===== src/dtb_pkg.sv =====
// Constants, types and helpers shared by the dual timer and rate generator block.
//------------------------------------------------------------------------------
//------------------------------------------------------------------------------
package dtb_pkg;

   //---------------------------------------------------------------------------
   // Register indices; the byte address is four times the index.
   //---------------------------------------------------------------------------
   localparam logic [7:0] IDX_A_LOW = 8'h18; // Counter A low byte, latch A low.
   localparam logic [7:0] IDX_A_HIGH = 8'h19; // Counter A high byte, latch A high.
   localparam logic [7:0] IDX_A_LOAD = 8'h1a; // Counter A low read, load-and-start write.
   localparam logic [7:0] IDX_B_LOW = 8'h1c; // timer_b_low_access.
   localparam logic [7:0] IDX_B_HIGH = 8'h1d; // timer_b_high_access.
   localparam logic [7:0] IDX_B_LOAD = 8'h1e; // timer_b_load_start.
   localparam logic [7:0] IDX_MODE = 8'h20; // mode_control.
   localparam logic [7:0] IDX_INT_EN = 8'h21; // interrupt_enable.
   localparam logic [7:0] IDX_INT_FLAG = 8'h22; // interrupt_flags.
   localparam logic [7:0] IDX_PORT_A = 8'h23; // Port A latch.
   localparam logic [7:0] IDX_PORT_B = 8'h24; // Port B latch.
   localparam logic [7:0] IDX_STATUS = 8'h25; // Processor status copy.
   localparam logic [7:0] IDX_SERIAL = 8'h26; // Serial channel enable.

   //---------------------------------------------------------------------------
   // Reset values, field positions and mode codes.
   //---------------------------------------------------------------------------
   localparam logic [7:0] MODE_RST = 8'he0;
   localparam logic [7:0] INT_EN_RST = 8'h00;
   localparam logic [7:0] INT_FLAG_RST = 8'h00;
   localparam logic [7:0] PORT_RST = 8'hff;
   localparam logic [7:0] STATUS_RST = 8'h04;
   localparam logic [7:0] SERIAL_RST = 8'h00;
   localparam int MODE_A_LSB = 0;
   localparam int MODE_B_LSB = 2;
   localparam int FLAG_A_BIT = 4;
   localparam int FLAG_B_BIT = 5;
   localparam int STATUS_MASK_BIT = 2;
   localparam int SERIAL_EN_BIT = 0;
   localparam int LINE_A_BIT = 4;
   localparam int LINE_B_BIT = 5;
   localparam logic [1:0] MODE_INTERVAL = 2'h0;
   localparam logic [1:0] MODE_A_PULSE = 2'h1;
   localparam logic [1:0] MODE_EVENT = 2'h2;
   localparam logic [1:0] MODE_A_WIDTH = 2'h3;
   localparam logic [1:0] MODE_B_ASYM = 2'h1;
   localparam logic [1:0] MODE_B_RETRIG = 2'h3;
   localparam logic [1:0] RESP_OKAY = 2'h0;
   localparam logic [1:0] RESP_SLVERR = 2'h2;

   //---------------------------------------------------------------------------
   // Timing.
   //---------------------------------------------------------------------------
   localparam int CLK_MHZ = 125;
   localparam int INIT_CYCLES = 16;
   localparam int RESET_HOLD_CYCLES = 8;
   localparam logic [4:0] INIT_LAST = 5'(INIT_CYCLES - 1);

   //---------------------------------------------------------------------------
   // Types.
   //---------------------------------------------------------------------------
   typedef enum logic {DTB_GAP, DTB_PULSE} dtb_phase_t;

   // One accepted register write: index, data byte and a valid flag.
   typedef struct packed {
      logic en;
      logic [7:0] idx;
      logic [7:0] data;
   } dtb_wr_t;

   // Down count that reloads from the latch instead of wrapping to ffff.
   function automatic logic [15:0] dtb_step(input logic [15:0] count,
                                            input logic [15:0] latch);
      dtb_step = (count == 16'h0000) ? latch : count - 16'h0001;
   endfunction : dtb_step

endpackage : dtb_pkg


===== src/dtb_timer.sv =====
// Two-counter timer: Counter A rate source and width measurement, Counter B.
`timescale 1ns/10ps
module dtb_timer (
   // Clock and reset.
   input wire logic sys_clk,
   input wire logic reset,
   // AXI4-Lite write address and data.
   input wire logic [31:0] s_axi_awaddr,
   input wire logic s_axi_awvalid,
   output logic s_axi_awready,
   input wire logic [31:0] s_axi_wdata,
   input wire logic [3:0] s_axi_wstrb,
   input wire logic s_axi_wvalid,
   output logic s_axi_wready,
   // AXI4-Lite write response.
   output logic [1:0] s_axi_bresp,
   output logic s_axi_bvalid,
   input wire logic s_axi_bready,
   // AXI4-Lite read.
   input wire logic [31:0] s_axi_araddr,
   input wire logic s_axi_arvalid,
   output logic s_axi_arready,
   output logic [31:0] s_axi_rdata,
   output logic [1:0] s_axi_rresp,
   output logic s_axi_rvalid,
   input wire logic s_axi_rready,
   // Timer pins.
   input wire logic timer_a_line,
   input wire logic timer_b_in,
   output logic timer_b_out,
   output logic timer_b_oe_n,
   // Port latches, interrupt mask and serial rate tick.
   output logic [7:0] port_a,
   output logic [7:0] port_b,
   output logic irq_mask,
   output logic rate_tick
);

   //---------------------------------------------------------------------------
   // Declarations.
   //---------------------------------------------------------------------------
   logic [4:0] init_count; // Cycles of the post-reset sequence so far.
   logic init_done; // High once the sequence has run out.
   logic [7:0] mode_control; // Mode bits, Counter A in 1:0, Counter B in 3:2.
   logic [7:0] interrupt_enable; // Enables, stored for software only.
   logic [7:0] interrupt_flags; // Sticky underflow flags.
   logic [7:0] proc_status; // Status copy holding the interrupt mask.
   logic [7:0] serial_ctrl; // Serial channel enable.
   logic [15:0] latch_a; // Counter A reload value.
   logic [15:0] count_a; // Counter A.
   logic [7:0] latch_b_low;
   logic [7:0] latch_b_high;
   logic [15:0] latch_c; // Pulse width in asymmetrical mode.
   logic [15:0] count_b; // Counter B.
   dtb_pkg::dtb_phase_t phase_b; // Which latch period Counter B is timing.
   logic a_meta, a_sync, a_prev; // timer_a_line synchroniser and edge memory.
   logic b_meta, b_sync, b_prev; // timer_b_in synchroniser and edge memory.
   logic [7:0] aw_idx; // Held write index.
   logic aw_full, aw_bad; // Write address held, and whether unmapped.
   logic [7:0] w_data;
   logic w_strb0;
   logic w_full;
   dtb_pkg::dtb_wr_t wr; // Write performed this cycle.
   logic aw_take, w_take, ar_take, do_wr;
   logic next_aw_full, next_w_full, next_rvalid;
   logic [7:0] ar_idx;
   logic rd_a_low, rd_b_low; // Reads with a flag-clearing side effect.
   logic [1:0] mode_a, mode_b;
   logic serial_en;
   logic dec_a, dec_b, uf_a, uf_b, rise_a, rise_b;
   logic wr_a_load, wr_b_load;
   logic [15:0] latch_b;

   //---------------------------------------------------------------------------
   // Combinational decode.
   //---------------------------------------------------------------------------
   assign latch_b = {latch_b_high, latch_b_low};
   assign mode_a = mode_control[dtb_pkg::MODE_A_LSB +: 2];
   assign mode_b = mode_control[dtb_pkg::MODE_B_LSB +: 2];
   assign serial_en = serial_ctrl[dtb_pkg::SERIAL_EN_BIT];
   assign rise_a = a_sync & ~a_prev;
   assign rise_b = b_sync & ~b_prev;
   assign aw_take = s_axi_awvalid & s_axi_awready;
   assign w_take = s_axi_wvalid & s_axi_wready;
   assign ar_take = s_axi_arvalid & s_axi_arready;
   assign do_wr = aw_full & w_full & ~s_axi_bvalid;
   assign next_aw_full = (aw_full & ~do_wr) | aw_take;
   assign next_w_full = (w_full & ~do_wr) | w_take;
   assign next_rvalid = ar_take | (s_axi_rvalid & ~s_axi_rready);
   assign ar_idx = s_axi_araddr[9:2];
   assign wr.en = do_wr & ~aw_bad & w_strb0;
   assign wr.idx = aw_idx;
   assign wr.data = w_data;
   assign wr_a_load = wr.en & (wr.idx == dtb_pkg::IDX_A_LOAD);
   assign wr_b_load = wr.en & (wr.idx == dtb_pkg::IDX_B_LOAD);
   assign rd_a_low = ar_take & (s_axi_araddr[31:0] == {22'h0, dtb_pkg::IDX_A_LOW, 2'h0});
   assign rd_b_low = ar_take & (s_axi_araddr[31:0] == {22'h0, dtb_pkg::IDX_B_LOW, 2'h0});
   assign uf_a = dec_a & (count_a == 16'h0000);
   assign uf_b = dec_b & (count_b == 16'h0000) &
                 ~(mode_b == dtb_pkg::MODE_B_RETRIG && rise_b);

   // Counter A decrement source; the serial channel overrides the mode.
   always_comb begin
      if (serial_en) begin
         dec_a = 1'b1;
      end else begin
         unique case (mode_a)
            dtb_pkg::MODE_EVENT: dec_a = rise_a;
            dtb_pkg::MODE_A_WIDTH: dec_a = ~a_sync;
            default: dec_a = 1'b1;
         endcase
      end
   end

   // Counter B decrement source; Latch C is used only in the asymmetrical mode.
   always_comb begin
      unique case (mode_b)
         dtb_pkg::MODE_EVENT: dec_b = rise_b;
         default: dec_b = 1'b1;
      endcase
   end

   //---------------------------------------------------------------------------
   // Pin synchronisers. The first stage feeds only the second.
   //---------------------------------------------------------------------------
   always_ff @(posedge sys_clk) begin
      if (reset) begin
         a_meta <= 1'b1;
         a_sync <= 1'b1;
         a_prev <= 1'b1;
         b_meta <= 1'b1;
         b_sync <= 1'b1;
         b_prev <= 1'b1;
      end else begin
         a_meta <= timer_a_line;
         a_sync <= a_meta;
         a_prev <= a_sync;
         b_meta <= timer_b_in;
         b_sync <= b_meta;
         b_prev <= b_sync;
      end
   end

   //---------------------------------------------------------------------------
   // Post-reset sequence. The bus stays closed until it has run.
   //---------------------------------------------------------------------------
   always_ff @(posedge sys_clk) begin
      if (reset) begin
         init_count <= 5'h00;
         init_done <= 1'b0;
      end else if (!init_done) begin
         init_count <= init_count + 5'h01;
         init_done <= (init_count == dtb_pkg::INIT_LAST);
      end
   end

   //---------------------------------------------------------------------------
   // AXI4-Lite write channels. Address and data are held until both are in.
   //---------------------------------------------------------------------------
   always_ff @(posedge sys_clk) begin
      if (reset) begin
         aw_full <= 1'b0;
         aw_bad <= 1'b0;
         aw_idx <= 8'h00;
         w_full <= 1'b0;
         w_data <= 8'h00;
         w_strb0 <= 1'b0;
         s_axi_awready <= 1'b0;
         s_axi_wready <= 1'b0;
      end else begin
         aw_full <= next_aw_full;
         w_full <= next_w_full;
         s_axi_awready <= init_done & ~next_aw_full;
         s_axi_wready <= init_done & ~next_w_full;
         if (aw_take) begin
            aw_idx <= s_axi_awaddr[9:2];
            aw_bad <= ~mapped(s_axi_awaddr);
         end
         if (w_take) begin
            w_data <= s_axi_wdata[7:0];
            w_strb0 <= s_axi_wstrb[0];
         end
      end
   end

   // Write response, one cycle after both halves are held.
   always_ff @(posedge sys_clk) begin
      if (reset) begin
         s_axi_bvalid <= 1'b0;
         s_axi_bresp <= dtb_pkg::RESP_OKAY;
      end else if (do_wr) begin
         s_axi_bvalid <= 1'b1;
         s_axi_bresp <= aw_bad ? dtb_pkg::RESP_SLVERR : dtb_pkg::RESP_OKAY;
      end else if (s_axi_bready) begin
         s_axi_bvalid <= 1'b0;
      end
   end

   //---------------------------------------------------------------------------
   // AXI4-Lite read channel. Data are captured at the address handshake.
   //---------------------------------------------------------------------------
   always_ff @(posedge sys_clk) begin
      if (reset) begin
         s_axi_arready <= 1'b0;
         s_axi_rvalid <= 1'b0;
         s_axi_rdata <= 32'h0000_0000;
         s_axi_rresp <= dtb_pkg::RESP_OKAY;
      end else begin
         s_axi_arready <= init_done & ~next_rvalid;
         s_axi_rvalid <= next_rvalid;
         if (ar_take) begin
            s_axi_rdata <= {24'h00_0000, mapped(s_axi_araddr) ? read_mux(ar_idx) : 8'h00};
            s_axi_rresp <= mapped(s_axi_araddr) ? dtb_pkg::RESP_OKAY : dtb_pkg::RESP_SLVERR;
         end
      end
   end

   // True for an aligned address that lands on a register.
   function automatic logic mapped(input logic [31:0] addr);
      logic [7:0] idx;
      idx = addr[9:2];
      mapped = (addr[31:10] == 22'h0) && (addr[1:0] == 2'h0) &&
               ((idx >= dtb_pkg::IDX_A_LOW && idx <= dtb_pkg::IDX_A_LOAD) ||
                (idx >= dtb_pkg::IDX_B_LOW && idx <= dtb_pkg::IDX_SERIAL &&
                 idx != 8'h1f));
   endfunction : mapped

   // Read data. Counter reads have no effect on the count itself.
   function automatic logic [7:0] read_mux(input logic [7:0] idx);
      logic [7:0] port_a_view;
      port_a_view = port_a;
      port_a_view[dtb_pkg::LINE_A_BIT] = a_sync;
      port_a_view[dtb_pkg::LINE_B_BIT] = b_sync;
      unique case (idx)
         dtb_pkg::IDX_A_HIGH: read_mux = count_a[15:8];
         dtb_pkg::IDX_A_LOW, dtb_pkg::IDX_A_LOAD: read_mux = count_a[7:0];
         dtb_pkg::IDX_B_HIGH: read_mux = count_b[15:8];
         dtb_pkg::IDX_B_LOW, dtb_pkg::IDX_B_LOAD: read_mux = count_b[7:0];
         dtb_pkg::IDX_MODE: read_mux = mode_control;
         dtb_pkg::IDX_INT_EN: read_mux = interrupt_enable;
         dtb_pkg::IDX_INT_FLAG: read_mux = interrupt_flags;
         dtb_pkg::IDX_PORT_A: read_mux = port_a_view;
         dtb_pkg::IDX_PORT_B: read_mux = port_b;
         dtb_pkg::IDX_STATUS: read_mux = proc_status;
         dtb_pkg::IDX_SERIAL: read_mux = serial_ctrl;
         default: read_mux = 8'h00;
      endcase
   endfunction : read_mux

   //---------------------------------------------------------------------------
   // Control registers written by software.
   //---------------------------------------------------------------------------
   always_ff @(posedge sys_clk) begin
      if (reset) begin
         mode_control <= dtb_pkg::MODE_RST;
         interrupt_enable <= dtb_pkg::INT_EN_RST;
         proc_status <= dtb_pkg::STATUS_RST;
         port_a <= dtb_pkg::PORT_RST;
         port_b <= dtb_pkg::PORT_RST;
         serial_ctrl <= dtb_pkg::SERIAL_RST;
      end else if (wr.en) begin
         unique case (wr.idx)
            dtb_pkg::IDX_MODE: mode_control <= wr.data;
            dtb_pkg::IDX_INT_EN: interrupt_enable <= wr.data;
            dtb_pkg::IDX_STATUS: proc_status <= wr.data;
            dtb_pkg::IDX_PORT_A: port_a <= wr.data;
            dtb_pkg::IDX_PORT_B: port_b <= wr.data;
            dtb_pkg::IDX_SERIAL: serial_ctrl <= wr.data;
            default: ;
         endcase
      end
   end

   assign irq_mask = proc_status[dtb_pkg::STATUS_MASK_BIT];

   //---------------------------------------------------------------------------
   // Underflow flags. A set in the same cycle as a clear wins, so no event
   // is lost to a racing software clear.
   //---------------------------------------------------------------------------
   always_ff @(posedge sys_clk) begin
      if (reset) begin
         interrupt_flags <= dtb_pkg::INT_FLAG_RST;
      end else begin
         if (uf_a) begin
            interrupt_flags[dtb_pkg::FLAG_A_BIT] <= 1'b1;
         end else if (rd_a_low || wr_a_load) begin
            interrupt_flags[dtb_pkg::FLAG_A_BIT] <= 1'b0;
         end
         if (uf_b) begin
            interrupt_flags[dtb_pkg::FLAG_B_BIT] <= 1'b1;
         end else if (rd_b_low || wr_b_load) begin
            interrupt_flags[dtb_pkg::FLAG_B_BIT] <= 1'b0;
         end
      end
   end

   //---------------------------------------------------------------------------
   // Counter A and its latch. The serial rate comes from its underflows.
   //---------------------------------------------------------------------------
   always_ff @(posedge sys_clk) begin
      if (reset) begin
         latch_a <= 16'hffff;
         count_a <= 16'hffff;
         rate_tick <= 1'b0;
      end else begin
         rate_tick <= uf_a & serial_en;
         if (wr.en && wr.idx == dtb_pkg::IDX_A_LOW) begin
            latch_a[7:0] <= wr.data;
         end else if (wr.en && wr.idx == dtb_pkg::IDX_A_HIGH) begin
            latch_a[15:8] <= wr.data;
         end
         if (wr_a_load) begin
            latch_a[15:8] <= wr.data;
            count_a <= {wr.data, latch_a[7:0]};
         end else if (dec_a) begin
            count_a <= dtb_pkg::dtb_step(count_a, latch_a);
         end
      end
   end

   //---------------------------------------------------------------------------
   // Latch B and Latch C. Latch B writes are allowed at any time; Latch C loads from a high-byte write only in asymmetrical mode.
   //---------------------------------------------------------------------------
   always_ff @(posedge sys_clk) begin
      if (reset) begin
         latch_b_low <= 8'hff;
         latch_b_high <= 8'hff;
         latch_c <= 16'hffff;
      end else if (wr.en) begin
         if (wr.idx == dtb_pkg::IDX_B_LOW) begin
            latch_b_low <= wr.data;
         end
         if (wr.idx == dtb_pkg::IDX_B_HIGH || wr.idx == dtb_pkg::IDX_B_LOAD) begin
            latch_b_high <= wr.data;
         end
         if (wr.idx == dtb_pkg::IDX_B_HIGH && mode_b == dtb_pkg::MODE_B_ASYM) begin
            latch_c <= {wr.data, latch_b_low};
         end
      end
   end

   //---------------------------------------------------------------------------
   // Counter B. A load-and-start write beats a retrigger edge, which beats
   // a count step.
   //---------------------------------------------------------------------------
   always_ff @(posedge sys_clk) begin
      if (reset) begin
         count_b <= 16'hffff;
         phase_b <= dtb_pkg::DTB_GAP;
      end else if (wr_b_load) begin
         count_b <= {wr.data, latch_b_low};
         phase_b <= dtb_pkg::DTB_GAP;
      end else if (mode_b == dtb_pkg::MODE_B_RETRIG && rise_b) begin
         count_b <= latch_b;
      end else if (uf_b && mode_b == dtb_pkg::MODE_B_ASYM) begin
         count_b <= (phase_b == dtb_pkg::DTB_GAP) ? latch_c : latch_b;
         phase_b <= (phase_b == dtb_pkg::DTB_GAP) ? dtb_pkg::DTB_PULSE : dtb_pkg::DTB_GAP;
      end else if (dec_b) begin
         count_b <= dtb_pkg::dtb_step(count_b, latch_b);
      end
   end

   //---------------------------------------------------------------------------
   // timer_b_line drive. The pin is driven only in asymmetrical mode; in
   // the other modes it is an input so an external source can toggle it.
   //---------------------------------------------------------------------------
   always_ff @(posedge sys_clk) begin
      if (reset) begin
         timer_b_out <= 1'b1;
         timer_b_oe_n <= 1'b1;
      end else begin
         timer_b_oe_n <= ~(mode_b == dtb_pkg::MODE_B_ASYM);
         if (mode_b != dtb_pkg::MODE_B_ASYM) begin
            timer_b_out <= 1'b1;
         end else if (wr_b_load) begin
            timer_b_out <= 1'b0;
         end else if (uf_b) begin
            timer_b_out <= (phase_b == dtb_pkg::DTB_GAP);
         end
      end
   end

endmodule : dtb_timer


===== config.mk =====
export PLATFORM = sky130hd
export DESIGN_NAME = dtb_timer
export DESIGN_NICKNAME = d
export VERILOG_FILES = /design/src/dtb_pkg.sv /design/src/dtb_timer.sv
export SDC_FILE = /design/constraint.sdc
export NUM_CORES = 1
export LEC_CHECK = 0
export BUFFER_PORTS_ARGS = -buffer_cell sky130_fd_sc_hd__buf_2
export CAP_MARGIN = 20
export CORE_ASPECT_RATIO = 0.6
export CORE_UTILIZATION = 51
export DETAILED_ROUTE_END_ITERATION = 8
export MAX_ROUTING_LAYER = met4
export PLACE_DENSITY = 0.77
export SLEW_MARGIN = 20
export SYNTH_ARGS = -nofsm -noshare
export SYNTH_HDL_FRONTEND = slang
export SYNTH_SLANG_ARGS = --single-unit

===== constraint.sdc =====
create_clock -name sys_clk -period 2.4 [get_ports sys_clk]
set_clock_uncertainty 0.15 [all_clocks]
set_input_delay 0.12 -clock sys_clk [delete_from_list [all_inputs] [get_ports sys_clk]]
set_output_delay 0.12 -clock sys_clk [all_outputs]
set_load 0.02 [all_outputs]

==> flow_summary_export.csv <==
group,metric,value,unit
clock_tree,insertion_delay,0.44,ns
timing,max-slew-margin-rel,34.1,%
final_layout,mostFrequentLayoutCell,"nand2_1",
placed_design,place_area,0.0107,mm^2
critical_path,timing.rr.start,"aw_idx[6]$_SDFFE_PP0P_",
logic_synthesis,synthArstFlopShare,0,%
final_layout,drive_above_1_share,24.7,%
timing,hold_slack,0.0117,ns
min_path,min_from,"reset",
global_route,track_usage,36.4,%
logic_synthesis,synthesis.instances,1145,
floorplanning,pin_count,170,
critical_path,worstPathCellList,"or4b_4 > or4_4 > buf_6 > mux2i_1 > nand4b_1 > o211ai_1",
timing,setup_viol_count_final,1,
floorplanning,core,0.0175,mm^2
power_and_ir_drop,vdd_ir_drop_max,0.490,mV
run,maxCapViolCount,0,
critical_path,crit_type,"register to register",
critical_path,cp_data_arrival_time,2.58,ns
logic_synthesis,syn_area_per_cell,8.14,um^2
power_and_ir_drop,sw_frac_of_total,25.6,%
power_and_ir_drop,p_total,6.45,mW
timing,drv_slew,0,
final_layout,stdcell_count,1592,
final_layout,multi_input_area,0.00535,mm^2
detailed_routing,final_antenna_net_count,0,
logic_synthesis,synth_seq_cells,181,
global_route,grt_max_degree,53,
timing,fin_tns_setup,-0.0355,ns
timing,hold_viol_final,0,
critical_path,crit_path_start_kind,"register",
final_layout,antenna_cells,0,
logic_synthesis,synth_edf_count,0,
global_route,grt_pass1_vias,8533,
detailed_routing,viasPerCell,6.14,
timing,tightest_slew,0.987,ns
floorplanning,die_h,107,um
clock_tree,clock_tree.root_cell,"clkbuf_16",
power_and_ir_drop,power_frac_comb,6.8,%
final_layout,fin_area,0.0118,mm^2
clock_tree,cts.path.max_buffers,2,
critical_path,cpPeakStageDelay,0.58,ns
timing,final_min_period_over_clock_period,101,%
floorplanning,fp.dieArea,0.0188,mm^2
clock_tree,h-tree-depth,4,
logic_synthesis,synthFlopType,"dfxtp_1",
placed_design,dp_cells,1528,
logic_synthesis,yosysTopAreaCell,"dfxtp_1",
power_and_ir_drop,p_int,4.80,mW
power_and_ir_drop,pwr_density_cell,546,mW/mm^2
final_layout,regArea,0.00363,mm^2
final_layout,layout_common_cells,"nand2_1 (179), dfxtp_1 (178), buf_2 (117)",
placed_design,port-buffer-count,116,
status,failed_checks,"setup timing",
timing,layout_setup_ws,-0.0355,ns
timing,min_period,2.44,ns
placed_design,place_congestion,1.06,
critical_path,crit_path_start,"aw_idx[6]$_SDFFE_PP0P_",
detailed_routing,vias,9778,
critical_path,worst_ep_required_time,2.54,ns
power_and_ir_drop,leakagePower,4.85,nW
clock_tree,clkSinkCount,181,
timing,fmax,411,MHz
final_layout,fin_util,67.5,%
placed_design,place_ws,-0.0578,ns
global_route,antenna_found_initial,0,
global_route,overflow,0,
critical_path,crit_path_max_fanout,7,
critical_path,slowest_stage,"or4_4",
floorplanning,placement_rows,37,
min_path,hold_class,"input pin to register",
logic_synthesis,ys_seq_area_share,38.9,%
final_layout,num-nets-final,1460,
global_route,grt_pass1_wl,50200,um
logic_synthesis,synth_area,0.00933,mm^2
logic_synthesis,synth_area_leaders,"dfxtp_1 (39%), nand2_1 (7.2%), mux2i_1 (7.0%), a21oi_1 (5.1%), o21ai_0 (3.9%)",
detailed_routing,wire_per_inst,21.0,um
clock_tree,numCtsBuffers,17,
detailed_routing,dr.pass1.iters,5,
logic_synthesis,ys_types,75,
detailed_routing,drcViolationCount,0,
status,outcome,"finished with violations",
placed_design,dp_hpwl,24100,um
floorplanning,initial_utilization,53.3,%
detailed_routing,finalWirelength,33400,um
detailed_routing,drtIter0Drc,1333,
final_layout,area_growth,26.6,%
clock_tree,cts_tree,"built",
power_and_ir_drop,p_sw,1.65,mW
logic_synthesis,yosys.area.top_type_share,38.9,%
critical_path,endpoint_kind,"register",
timing,rsz0062_at_grt,"true",
floorplanning,die_x,177,um
power_and_ir_drop,pwr-share-seq,47.0,%
final_layout,fillers,1463,
power_and_ir_drop,clkPwrFrac,46.2,%
clock_tree,clkTransAtPathRegs,0.08,ns
logic_synthesis,synth_warnings,0,
cell type report:
type / instances / area share (%)
clock buffers: 17 / 3.60
multi-input cells: 861 / 45.3
clock inverters: 15 / 1.76
flip-flops and latches: 181 / 30.7
inverters: 18 / 0.572
well taps: 234 / 2.48
repair buffers: 266 / 15.5
logic make-up (layout without fill, tap and decap cells):
family / after synthesis / in the layout / synth area share (%)
simple gates: 436 / 436 / 23.8
compound gates: 300 / 300 / 20.3
xor+xnor: 18 / 18 / 1.69
fa+ha+maj: 6 / 6 / 0.805
buf+inv: 128 / 316 / 6.25
other cells: 1 / 26 / 0.0402
mux: 75 / 75 / 8.31
flops: 181 / 181 / 38.9
final timing paths:
kind / slack (ns) / to / depth (start not counted)
setup / recovery: -0.04 / count_b[15]$_SDFFE_PP1P_ / 6
hold reg to reg: 0.26 / b_sync$_SDFF_PP1_ / 1
setup reg to reg: -0.04 / count_b[15]$_SDFFE_PP1P_ / 6
hold / removal: 0.01 / w_data[6]$_SDFFE_PP0P_ / 2
power by group through the flow:
stage	clock (mW)	sequential [mW]	combinational, mW
6_report	2.98	3.04	0.436
5_1_grt	3.15	3.04	0.467
4_1_cts	3.00	3.03	0.417
3_5_place_dp	0	3.11	0.386
3_3_place_gp	0	3.10	0.386
2_1_floorplan	0	3.10	0.251
synthesized netlist by cell type (8+ instances only):
cell type  number
clkbuf_1       76
a221oi_1        9
nor2b_1        10
mux2i_1        65
nor3_1         31
xnor2_1        11
a22oi_1         8
nand3_1        38
nor4_1         26
mux2_2          9
nor2_1         50
nand2b_1       14
o21ai_0        73
or4_1           9
nand2_1       180
nand4_1        11
inv_1          18
buf_4          26
a31oi_1        12
o31ai_1        11
a211oi_1       11
a21oi_1        95
or2_2          10
o211ai_1       18
dfxtp_1       181
repair_timing:
item / in CTS / in global routing
hold endpoints to repair: 24 / 0
setup buffers: 1 / 5
cloned: 0 / 1
setup endpoints to repair: 6 / 32
hold buffers: 25 / 0
resized for setup: 3 / 35
pin swaps: 0 / 11
worst max-delay path, delay by kind of cell, from the launching register on:
family          cells  cell delay (ns)
mux                 1             0.23
simple gates        3             1.32
buf+inv             1             0.17
flops               1             0.31
compound gates      1             0.11
layer usage:
| metal | GRT usage [%] | vias up | share of wire [%] |
|---|---|---|---|
| met3 | 10.9 | 46 | 14 |
| li1 | - | 4515 | - |
| met4 | 10.0 | 0 | 1.7 |
| met2 | 47.0 | 622 | 39 |
| met1 | 53.5 | 4595 | 45 |
| met5 | - | - | 0 |
flip-flops by register name, summed over array words and instances, names as in the netlist, 2 cells and up:
register	count
mode_control	8
port_b	8
port_a	8
proc_status	8
interrupt_flags	2
latch_b_low	8
count_b	16
w_data	8
aw_idx	8
count_a	16
s_axi_rdata	8
serial_ctrl	8
interrupt_enable	8
init_count	5
latch_c	16
latch_a	16
latch_b_high	8
(Power assumes the default switching activity.)
